## src/shared/adc_cfg_params.svh

```systemverilog
// offsets, field positions, reset values and timing counts of the config bank
`ifndef ADC_CFG_PARAMS_SVH
`define ADC_CFG_PARAMS_SVH

`define OFS_POWER_MODE     8'h08
`define OFS_GLOBAL_CLOCK   8'h09
`define OFS_CLOCK_DIVIDER  8'h0B
`define OFS_TEST_PATTERN   8'h0D
`define OFS_OFFSET_TRIM    8'h10
`define OFS_USER1_LO       8'h19
`define OFS_USER1_HI       8'h1A
`define OFS_USER2_LO       8'h1B
`define OFS_USER2_HI       8'h1C
`define OFS_TRANSFER       8'hFF

`define RST_POWER_MODE     8'h00
`define RST_GLOBAL_CLOCK   8'h01
`define RST_CLOCK_DIVIDER  8'h00
`define RST_TEST_PATTERN   8'h00
`define RST_OFFSET_TRIM    8'h00
`define RST_USER_BYTE      8'h00

`define TRANSFER_CMD       8'h01
`define POS_DCS            0
`define POS_DIV_RATIO      0
`define POS_DIV_PHASE      3
`define POS_TEST_MODE      0
`define POS_PN_SHORT_RST   4
`define POS_PN_LONG_RST    5
`define POS_USER_SINGLE    7
`define POS_OFFSET         0

`define PN_LONG_SEED       23'h7FFFFF
`define PN_SHORT_SEED      9'h1FF
`define DIV_PHASE_DEPTH    8

`endif

```

## src/shared/adc_cfg_pkg.sv

```systemverilog
// types shared by the configuration bank and its datapath
package adc_cfg_pkg;

    typedef enum logic [1:0] {
        PWR_NORMAL    = 2'b00,
        PWR_FULL_DOWN = 2'b01,
        PWR_STANDBY   = 2'b10,
        PWR_RESERVED  = 2'b11
    } power_mode_t;

    typedef enum logic [3:0] {
        TM_OFF        = 4'b0000,
        TM_MIDSCALE   = 4'b0001,
        TM_POS_FS     = 4'b0010,
        TM_NEG_FS     = 4'b0011,
        TM_CHECKER    = 4'b0100,
        TM_PN_LONG    = 4'b0101,
        TM_PN_SHORT   = 4'b0110,
        TM_WORD_TOG   = 4'b0111,
        TM_USER       = 4'b1000,
        TM_RAMP       = 4'b1111
    } test_mode_t;

    typedef enum logic [1:0] {
        USR_FIRST  = 2'b00,
        USR_SECOND = 2'b01,
        USR_DONE   = 2'b10
    } user_seq_t;

    typedef struct packed {
        logic       wr_en;
        logic [7:0] addr;
        logic [7:0] wdata;
    } reg_req_t;

    typedef struct packed {
        power_mode_t power_mode;
        logic        dcs_en;
        logic [2:0]  div_phase;
        logic [2:0]  div_ratio;
        logic        user_single;
        logic        pn_long_rst;
        logic        pn_short_rst;
        test_mode_t  test_mode;
        logic [5:0]  offset;
        logic [15:0] user1;
        logic [15:0] user2;
    } active_cfg_t;

endpackage : adc_cfg_pkg

```

## src/core/clock_divider.sv

```systemverilog
// input clock divider with programmable phase delay
`timescale 1ns/1ns
`include "adc_cfg_params.svh"
module clock_divider (
    // clock and reset
    input  wire logic       clk_sys,
    input  wire logic       rst_n,
    // settings
    input  wire logic [2:0] ratio,
    input  wire logic [2:0] phase,
    // divided strobe
    output logic            tick
);
    logic [2:0]                    count;
    logic                          raw_tick;
    logic [`DIV_PHASE_DEPTH-1:0]   delay_line;

    assign raw_tick = (count == 3'h0);

    // count wraps after ratio+1 input cycles
    always_ff @(posedge clk_sys) begin
        if (!rst_n) begin
            count <= 3'h0;
        end else if (count >= ratio) begin
            count <= 3'h0; // [RULE_03]
        end else begin
            count <= count + 3'h1;
        end
    end

    always_ff @(posedge clk_sys) begin
        if (!rst_n) begin
            delay_line <= '0;
        end else begin
            delay_line <= {delay_line[`DIV_PHASE_DEPTH-2:0], raw_tick};
        end
    end

    // phase picks 0..7 cycles of delay
    always_comb begin
        if (phase == 3'h0) begin
            tick = raw_tick;
        end else begin
            tick = delay_line[phase - 3'h1]; // [RULE_12]
        end
    end
endmodule : clock_divider

```

## src/core/test_pattern_gen.sv

```systemverilog
// output test pattern generator
`timescale 1ns/1ns
`include "adc_cfg_params.svh"
module test_pattern_gen #(
    parameter int W = 11
) (
    // clock and reset
    input  wire logic                     clk_sys,
    input  wire logic                     rst_n,
    // control
    input  wire adc_cfg_pkg::active_cfg_t cfg,
    input  wire logic                     advance,
    // pattern word
    output logic [W-1:0]                  pattern
);
    logic [22:0]             pn_long;
    logic [8:0]              pn_short;
    logic [W-1:0]            ramp;
    logic                    phase_flip;
    adc_cfg_pkg::user_seq_t  user_state;
    logic [W-1:0]            checker_a;
    logic [2*((W+1)/2)-1:0]  checker_wide;
    logic [17:0]             pn_short_pair;

    assign checker_wide  = {((W+1)/2){2'b10}};
    assign checker_a     = checker_wide[W-1:0];
    assign pn_short_pair = {pn_short, pn_short};

    always_ff @(posedge clk_sys) begin
        if (!rst_n || cfg.pn_long_rst) begin
            pn_long <= `PN_LONG_SEED;
        end else if (advance) begin
            pn_long <= {pn_long[21:0], pn_long[22] ^ pn_long[17]}; // [RULE_06]
        end
    end

    always_ff @(posedge clk_sys) begin
        if (!rst_n || cfg.pn_short_rst) begin
            pn_short <= `PN_SHORT_SEED;
        end else if (advance) begin
            pn_short <= {pn_short[7:0], pn_short[8] ^ pn_short[4]}; // [RULE_06]
        end
    end

    always_ff @(posedge clk_sys) begin
        if (!rst_n) begin
            ramp       <= '0;
            phase_flip <= 1'b0;
        end else if (advance) begin
            ramp       <= ramp + 1'b1;
            phase_flip <= ~phase_flip;
        end
    end

    // user words: first, second, then repeat or stop
    always_ff @(posedge clk_sys) begin
        if (!rst_n || cfg.test_mode != adc_cfg_pkg::TM_USER) begin
            user_state <= adc_cfg_pkg::USR_FIRST;
        end else if (advance) begin
            case (user_state)
                adc_cfg_pkg::USR_FIRST: begin
                    user_state <= adc_cfg_pkg::USR_SECOND;
                end
                adc_cfg_pkg::USR_SECOND: begin
                    user_state <= cfg.user_single ? adc_cfg_pkg::USR_DONE
                                                  : adc_cfg_pkg::USR_FIRST; // [RULE_09]
                end
                default: begin
                    user_state <= cfg.user_single ? adc_cfg_pkg::USR_DONE
                                                  : adc_cfg_pkg::USR_FIRST; // [RULE_09]
                end
            endcase
        end
    end

    always_comb begin
        case (cfg.test_mode) // [RULE_05]
            adc_cfg_pkg::TM_MIDSCALE: pattern = '0;
            adc_cfg_pkg::TM_POS_FS:   pattern = {1'b0, {(W-1){1'b1}}};
            adc_cfg_pkg::TM_NEG_FS:   pattern = {1'b1, {(W-1){1'b0}}};
            adc_cfg_pkg::TM_CHECKER:  pattern = phase_flip ? ~checker_a : checker_a;
            adc_cfg_pkg::TM_PN_LONG:  pattern = pn_long[22 -: W]; // [RULE_06]
            adc_cfg_pkg::TM_PN_SHORT: pattern = pn_short_pair[17 -: W]; // [RULE_06]
            adc_cfg_pkg::TM_WORD_TOG: pattern = {W{phase_flip}};
            adc_cfg_pkg::TM_RAMP:     pattern = ramp;
            adc_cfg_pkg::TM_USER: begin
                case (user_state) // [RULE_07]
                    adc_cfg_pkg::USR_FIRST:  pattern = cfg.user1[15 -: W];
                    adc_cfg_pkg::USR_SECOND: pattern = cfg.user2[15 -: W];
                    default:                 pattern = '0; // [RULE_09]
                endcase
            end
            default: pattern = '0;
        endcase
    end
endmodule : test_pattern_gen

```

## src/core/adc_config_register_bank.sv

```systemverilog
// shadowed configuration registers and the datapath they steer
//
// Operation
// RULE_01: power-down code 00 is normal operation, 01 is full power-down.
// RULE_02: code 10 puts the device in standby; code 11 is reserved.
// RULE_03: clock divide field divides input clock by field value plus one.
// RULE_04: any selected test mode replaces converted samples on the outputs.
// RULE_05: codes 0001-0100, 0111, 1111 give midscale, fs, checker, toggle, ramp.
// RULE_06: code 0101 gives long pseudorandom sequence, 0110 the short one.
// RULE_07: code 1000 outputs the user-programmed pattern words.
// RULE_08: host never selects unused test codes 1001 through 1110.
// RULE_09: user control 0 repeats patterns; 1 sends once then zeros.
// RULE_10: shadowed registers apply together on transfer write; transfer bit self-clears.
// RULE_11: divide ratio other than 000 forces stabilizer on; enable resets to 1.
// RULE_12: divider phase field delays divider output by 0 to 7 cycles.
`timescale 1ns/1ns
`include "adc_cfg_params.svh"
module adc_config_register_bank #(
    parameter int W = 11
) (
    // clock and reset
    input  wire logic                   clk_sys,
    input  wire logic                   rst_n,
    // control port, after deframing
    input  wire adc_cfg_pkg::reg_req_t  req,
    output logic [7:0]                  rd_data,
    // converter samples
    input  wire logic [W-1:0]           adc_sample,
    // output data
    output logic [W-1:0]                data_out,
    output logic                        data_valid,
    // analog controls
    output logic                        sample_tick,
    output logic                        dcs_active,
    output logic                        power_down,
    output logic                        standby
);
    logic [7:0]                m_power;
    logic [7:0]                m_clock;
    logic [7:0]                m_divider;
    logic [7:0]                m_test;
    logic [7:0]                m_offset;
    logic [7:0]                m_user1_lo;
    logic [7:0]                m_user1_hi;
    logic [7:0]                m_user2_lo;
    logic [7:0]                m_user2_hi;
    logic                      transfer;
    adc_cfg_pkg::active_cfg_t  act;
    adc_cfg_pkg::active_cfg_t  next_act;
    logic [7:0]                next_rd_data;
    logic [W-1:0]              pattern;
    logic                      test_active;
    logic                      run;
    logic signed [W:0]         trimmed;
    logic [W-1:0]              next_data;

    // master copies, written by the host
    always_ff @(posedge clk_sys) begin
        if (!rst_n) begin
            m_power   <= `RST_POWER_MODE;
            m_clock   <= `RST_GLOBAL_CLOCK;
            m_divider <= `RST_CLOCK_DIVIDER;
            m_test    <= `RST_TEST_PATTERN;
            m_offset  <= `RST_OFFSET_TRIM;
        end else if (req.wr_en) begin
            case (req.addr)
                `OFS_POWER_MODE:    m_power   <= req.wdata & 8'h03;
                `OFS_GLOBAL_CLOCK:  m_clock   <= req.wdata & 8'h01;
                `OFS_CLOCK_DIVIDER: m_divider <= req.wdata & 8'h3F;
                `OFS_TEST_PATTERN:  m_test    <= req.wdata & 8'hBF;
                `OFS_OFFSET_TRIM:   m_offset  <= req.wdata & 8'h3F;
                default: begin
                end
            endcase
        end
    end

    // user pattern bytes
    always_ff @(posedge clk_sys) begin
        if (!rst_n) begin
            m_user1_lo <= `RST_USER_BYTE;
            m_user1_hi <= `RST_USER_BYTE;
            m_user2_lo <= `RST_USER_BYTE;
            m_user2_hi <= `RST_USER_BYTE;
        end else if (req.wr_en) begin
            case (req.addr)
                `OFS_USER1_LO: m_user1_lo <= req.wdata;
                `OFS_USER1_HI: m_user1_hi <= req.wdata;
                `OFS_USER2_LO: m_user2_lo <= req.wdata;
                `OFS_USER2_HI: m_user2_hi <= req.wdata;
                default: begin
                end
            endcase
        end
    end

    // transfer command decode
    assign transfer = req.wr_en && (req.addr == `OFS_TRANSFER)
                      && (req.wdata == `TRANSFER_CMD); // [RULE_10]

    // active set built from the master copies
    always_comb begin
        next_act              = act;
        next_act.power_mode   = adc_cfg_pkg::power_mode_t'(m_power[1:0]);
        next_act.dcs_en       = m_clock[`POS_DCS];
        next_act.div_ratio    = m_divider[`POS_DIV_RATIO +: 3];
        next_act.div_phase    = m_divider[`POS_DIV_PHASE +: 3];
        next_act.test_mode    = adc_cfg_pkg::test_mode_t'(m_test[`POS_TEST_MODE +: 4]);
        next_act.pn_short_rst = m_test[`POS_PN_SHORT_RST];
        next_act.pn_long_rst  = m_test[`POS_PN_LONG_RST];
        next_act.user_single  = m_test[`POS_USER_SINGLE];
        next_act.offset       = m_offset[`POS_OFFSET +: 6];
        next_act.user1        = {m_user1_hi, m_user1_lo};
        next_act.user2        = {m_user2_hi, m_user2_lo};
    end

    // shadow registers load together on transfer
    always_ff @(posedge clk_sys) begin
        if (!rst_n) begin
            act              <= '0;
            act.power_mode   <= adc_cfg_pkg::power_mode_t'(2'(`RST_POWER_MODE));
            act.dcs_en       <= 1'(`RST_GLOBAL_CLOCK);  // [RULE_11]
            act.test_mode    <= adc_cfg_pkg::TM_OFF;
        end else if (transfer) begin
            act <= next_act; // [RULE_10]
        end
    end

    // readback of the master copies; transfer reads as cleared
    always_comb begin
        case (req.addr)
            `OFS_POWER_MODE:    next_rd_data = m_power;
            `OFS_GLOBAL_CLOCK:  next_rd_data = m_clock;
            `OFS_CLOCK_DIVIDER: next_rd_data = m_divider;
            `OFS_TEST_PATTERN:  next_rd_data = m_test;
            `OFS_OFFSET_TRIM:   next_rd_data = m_offset;
            `OFS_USER1_LO:      next_rd_data = m_user1_lo;
            `OFS_USER1_HI:      next_rd_data = m_user1_hi;
            `OFS_USER2_LO:      next_rd_data = m_user2_lo;
            `OFS_USER2_HI:      next_rd_data = m_user2_hi;
            `OFS_TRANSFER:      next_rd_data = 8'h00; // [RULE_10]
            default:            next_rd_data = 8'h00;
        endcase
    end

    always_ff @(posedge clk_sys) begin
        if (!rst_n) begin
            rd_data <= 8'h00;
        end else begin
            rd_data <= next_rd_data;
        end
    end

    // power state decode
    always_ff @(posedge clk_sys) begin
        if (!rst_n) begin
            power_down <= 1'b0;
            standby    <= 1'b0;
        end else begin
            case (act.power_mode)
                adc_cfg_pkg::PWR_FULL_DOWN: begin
                    power_down <= 1'b1; // [RULE_01]
                    standby    <= 1'b0;
                end
                adc_cfg_pkg::PWR_STANDBY: begin
                    power_down <= 1'b0;
                    standby    <= 1'b1; // [RULE_02]
                end
                default: begin
                    power_down <= 1'b0; // [RULE_01]
                    standby    <= 1'b0;
                end
            endcase
        end
    end

    assign run = (act.power_mode == adc_cfg_pkg::PWR_NORMAL)
                 || (act.power_mode == adc_cfg_pkg::PWR_RESERVED);

    // stabilizer forced on by any nonzero divide ratio
    always_ff @(posedge clk_sys) begin
        if (!rst_n) begin
            dcs_active <= 1'b1;
        end else begin
            dcs_active <= act.dcs_en || (act.div_ratio != 3'h0); // [RULE_11]
        end
    end

    clock_divider u_divider (
        .clk_sys (clk_sys),
        .rst_n   (rst_n),
        .ratio   (act.div_ratio),
        .phase   (act.div_phase),
        .tick    (sample_tick)
    ); // [RULE_03] [RULE_12]

    test_pattern_gen #(
        .W (W)
    ) u_patterns (
        .clk_sys (clk_sys),
        .rst_n   (rst_n),
        .cfg     (act),
        .advance (sample_tick && run),
        .pattern (pattern)
    );

    // unused codes fall back to converted data
    always_comb begin
        case (act.test_mode)
            adc_cfg_pkg::TM_MIDSCALE,
            adc_cfg_pkg::TM_POS_FS,
            adc_cfg_pkg::TM_NEG_FS,
            adc_cfg_pkg::TM_CHECKER,
            adc_cfg_pkg::TM_PN_LONG,
            adc_cfg_pkg::TM_PN_SHORT,
            adc_cfg_pkg::TM_WORD_TOG,
            adc_cfg_pkg::TM_USER,
            adc_cfg_pkg::TM_RAMP: test_active = 1'b1; // [RULE_08]
            default:              test_active = 1'b0;
        endcase
    end

    // offset trim with saturation
    assign trimmed = $signed({adc_sample[W-1], adc_sample})
                     + $signed({{(W-5){act.offset[5]}}, act.offset});

    always_comb begin
        if (trimmed > $signed({2'b00, {(W-1){1'b1}}})) begin
            next_data = {1'b0, {(W-1){1'b1}}};
        end else if (trimmed < $signed({2'b11, {(W-1){1'b0}}})) begin
            next_data = {1'b1, {(W-1){1'b0}}};
        end else begin
            next_data = trimmed[W-1:0];
        end
    end

    // output word, updated on each sample tick
    always_ff @(posedge clk_sys) begin
        if (!rst_n) begin
            data_out   <= '0;
            data_valid <= 1'b0;
        end else if (!run) begin
            data_out   <= '0; // [RULE_01] [RULE_02]
            data_valid <= 1'b0;
        end else if (sample_tick) begin
            data_out   <= test_active ? pattern : next_data; // [RULE_04]
            data_valid <= 1'b1;
        end else begin
            data_valid <= 1'b0;
        end
    end
endmodule : adc_config_register_bank

```

## config.mk

```make
export PLATFORM = sky130hd
export DESIGN_NAME = adc_config_register_bank
export DESIGN_NICKNAME = d
export VERILOG_FILES = /design/src/shared/adc_cfg_pkg.sv /design/src/core/clock_divider.sv /design/src/core/test_pattern_gen.sv /design/src/core/adc_config_register_bank.sv
export VERILOG_INCLUDE_DIRS = /design/src /design/src/shared
export SDC_FILE = /design/constraint.sdc
export NUM_CORES = 1
export LEC_CHECK = 0
export ABC_AREA = 1
export CAP_MARGIN = 20
export CORE_AREA = 5 5 151 153
export CTS_CLUSTER_SIZE = 8
export DETAILED_ROUTE_END_ITERATION = 6
export DIE_AREA = 0 0 156 158
export DONT_BUFFER_PORTS = 1
export PLACE_DENSITY = 0.59
export RECOVER_POWER = 50
export SYNTH_ARGS = -nofsm -noshare
export SYNTH_HDL_FRONTEND = slang
export SYNTH_SLANG_ARGS = --single-unit
export TNS_END_PERCENT = 30
```

## constraint.sdc

```tcl
create_clock -name clk_sys -period 1.95 [get_ports clk_sys]
set_input_delay 0.195 -clock clk_sys [delete_from_list [all_inputs] [get_ports clk_sys]]
set_output_delay 0.195 -clock clk_sys [all_outputs]
set_load 0.02 [all_outputs]
```

==> flow_results.org <==
** GRT
- Number of global-route vias before repair :: 6864
- Entering global routing, the biggest net connects 103 pins.
- Combined global-route utilization of all metal layers :: 18.20%
- The first global-routing pass estimated 35.96 mm of wire.
- Grt total ovfl :: 0
- Number of antenna violations at the first check in global routing :: 0

** Pwr
- For this design the ratio of total power to cell area is between 700 and 800 nW/um2.
- Per report_power, the clock group accounts for 46.9% of the total.
- The internal power of the cells totals about 5800 uW.
- Fraction of power consumed by sequential logic :: 48.8%
- Leakage power of the design :: about 0.0040 uW
- Gate power share :: under 10%
- For this design the total switching power over the nets is ~1900 uW.
- Of the total power, the share spent switching nets is roughly 25%.
- Peak ir drop on the vdd network :: between 500 and 600 uV

** Timing
- The clock period could shrink to 1934 ps.
- Headroom to the max-slew limit came out at a little over half.
- RSZ-0062 raised after global routing :: yes
- Worst setup margin :: 16.35 ps
- Period utilisation layout :: between 90% and 100%
- The number of pins with negative max-slew slack in the final report is 0.
- The count of final hold-check violations was 0.
- Layout Skew :: between 10 and 15 ps
- For this run, the top clock speed supported by timing is slightly above 500 MHz.
- For the pin with the worst max-slew slack, the measured transition is just under 700 ps.
- Setup violations remaining at the end of the flow were counted as 0.

** Drt
- Initial drt markers :: about 550
- The first detailed-routing pass took 5 iterations.
- In the routed design, unresolved DRC markers number 0.
- Number of vias after detailed routing :: about 7500
- Once detail routing completed, the nets flagged for antenna violations numbered 0.
- After detailed routing, the number of vias per cell comes to 5.030.
- In the final routed layout, each cell accounts on average for approximately 15 um.
- The routed design has approximately 22 mm of wire.

** Clocking
- Clock-pin slew on the worst setup and hold paths :: about 70 ps
- The longest clock path from root to sink contains 2 buffers.
- At the later pin of the worst-skew pair, clock insertion delay measures 440 ps.
- The clock net in this run drives a total of about 180 sinks.
- The H-tree was split into 4 levels.
- Buffers inserted during clock tree synthesis total 17.
- TritonCTS clock tree :: yes
- Root buf cell :: clkbuf_16

** Setup path
- Worst setup path category :: reg2reg
- Beginning of the critical path :: act[48]$_SDFFE_PN0P_
- Data on the critical path is required at its endpoint by 2270 ps.
- The worst setup path is captured at a register.
- Start of the worst register-to-register path :: act[48]$_SDFFE_PN0P_
- In this run the critical register-to-register path is captured at data_out[8]$_SDFFE_PN0P_.
- Highest fanout seen on the critical path :: 7
- Cell count of the worst reg-to-reg path :: 13
- Reg2Reg Setup Slack :: approximately 16 ps
- Arr. time, crit path :: about 2300 ps
- In this run the worst setup path terminates at data_out[8]$_SDFFE_PN0P_.
- Critical Path Start Type :: register

** Logic synthesis
- Post-Syn Area :: between 8000 and 9000 um2
- Fraction of synthesis flops using an asynchronous set or reset pin :: 0%
- Flip-flop and latch count after synthesis :: roughly 180
- Synthesis produced 1168 cells.
- Yosys cell types :: 40
- After synthesis, flip-flops and latches occupy around 43% of the total area.
- Number of enable flip-flop cells after synthesis :: 0
- Syn avg cell area :: 7.122 um2
- Leading register cell type out of synthesis :: dfxtp_1
- Synth warnings :: 0
- Net Count, Synth :: around 1200

** Die
- Effective utilization at floorplan :: 38.84%
- Measured along the y axis, the die boundary spans roughly 160 um.
- Area of the placeable core :: about 21000 um2
- Ports placed on the boundary :: 54
- Die span in x :: around 160 um
- In this run the core area contains between 50 and 60 standard-cell rows.
- Floorplan die area :: around 25000 um2

** Layout
- In the layout the commonest cells are nand2_1, dfxtp_1, inv_1.
- The repair_antennas step left the layout with diodes totalling 0.
- Fraction of final layout cells with drive strength greater than 1 :: approximately 11%
- Layout Nets :: 1246
- For this run, the share of the core covered by cells in the final layout is 45.88%.
- Most common cell after layout, fill and taps aside :: nand2_1
- Count of fill cells added during filler insertion :: approximately 2100
- Area growth from synthesis to layout :: 18.14%

** Placement
- Final GP Congestion :: 0.8726
- Buffers on Ports :: 0
- Post-placement setup slack :: -6.279 ps
- The wire-length estimate of the detail-placed layout is around 15 mm.

** Run
- Maxcap violations :: 0

** Run status
- Status :: finished, final reports clean

** Hold path
- The tightest min-delay check is of the in2reg type.
==> flip-flops by register name, summed over array words and instances, names as in the netlist, 2 cells and up <==
name,count
u_patterns.ramp,11
u_divider.delay_line,8
m_power,2
m_test,7
m_user2_hi,8
u_patterns.pn_long,23
data_out,11
m_divider,6
m_user1_hi,8
m_user1_lo,8
act,44
m_user2_lo,8
u_divider.count,3
rd_data,8
u_patterns.pn_short,9
m_offset,6
u_patterns.user_state,2
==> routing by layer <==
metal	vias up	global-route usage, %	part of all wire, %
li1	3878	-	-
met1	3365	26.26	49
met2	204	26.85	43
met3	33	4.429	5.3
met4	0	5.502	1.9
met5	-	0	0
==> cell type report <==
cell class	instances	area, um2	area share [%]
sequential	179	3590	36.53
inverter	159	609.3	6.201
clock buffer	18	429.2	4.367
tap	280	350.3	3.565
multi-input combinational	783	4164	42.37
timing repair buffer	54	501.7	5.106
clock inverter	14	182.7	1.859
==> stage by stage <==
step / cells / cell area, um2 / power, uW / hold slack [ps] / setup TNS (ps)
2_1_floorplan: 1168 / 8318 / 4019 / 329.9 / 0
3_3_place_gp: 1436 / 8727 / 4058 / 325.5 / 0
3_5_place_dp: 1436 / 8727 / 4059 / 327.8 / -18.13
4_1_cts: 1483 / 9547 / 7725 / 2.864 / -15.64
5_1_grt: 1487 / 9827 / 7950 / 6.653 / -479.9
6_report: 1487 / 9827 / 7673 / 26.03 / 0
==> worst min path at each step <==
stage               cells after the start  slack, ps   start                         to
finish                                  2         30  req[5]  m_divider[5]$_SDFFE_PN0P_
global route                            2          7  req[5]  m_divider[5]$_SDFFE_PN0P_
CTS                                     2          3  req[5]  m_divider[5]$_SDFFE_PN0P_
detailed placement                      1        330   rst_n       act[51]$_SDFFE_PN1P_
global placement                        1        330   rst_n       act[51]$_SDFFE_PN1P_
floorplan                               2        330  req[2]   m_offset[2]$_SDFFE_PN0P_
==> kinds of logic after synthesis <==
group / Yosys count / share of synthesized area (%)
flip-flops: 179 / 43.08
XOR/XNOR: 17 / 1.790
AO/OA/AOI/OAI: 279 / 18.19
buffers and inverters: 207 / 10.02
adder cells (fa/ha/maj): 22 / 3.400
AND/OR/NAND/NOR: 464 / 23.53
==> cells in the mapped netlist, types with 12 or more instances <==
cell,n,area share [%]
o22ai_1,27,2.0
o21ai_0,101,6.1
clkbuf_1,29,1.3
ha_1,21,3.2
buf_2,12,0.72
o211ai_1,13,1.2
nor3_1,13,0.78
nor2_1,83,3.7
dfxtp_1,179,43
nand2_1,264,12
a21oi_1,118,7.1
nand3_1,77,4.6
inv_1,151,6.8
==> critical path, stage by stage (launching register included) <==
cell,delay (ps)
dfxtp_2,350
inv_4,50
ha_4,260
inv_2,40
nor2_1,70
o21ai_1,70
nand3b_1,90
nand3_2,80
nand2_4,140
buf_6,130
buf_6,110
clkinvlp_4,190
nor2_2,190
a21oi_2,70
==> repair_timing <==
action                                 CTS  global route
cloned                                   1             1
hold buffers                            12             0
setup buffers                            2             3
endpoints found under the hold margin  111             0
pin swaps                                1            23
gates resized for setup                  6            60
setup endpoints to repair               10            25
==> power groups by stage <==
stage,sequential (uW),clock [uW],combinational (uW)
6_report,3740,3600,330
5_1_grt,3750,3830,372
4_1_cts,3740,3680,303
3_5_place_dp,3830,0,229
3_3_place_gp,3830,0,228
2_1_floorplan,3820,0,201
No activity file was read; power rests on OpenSTA's default activity.
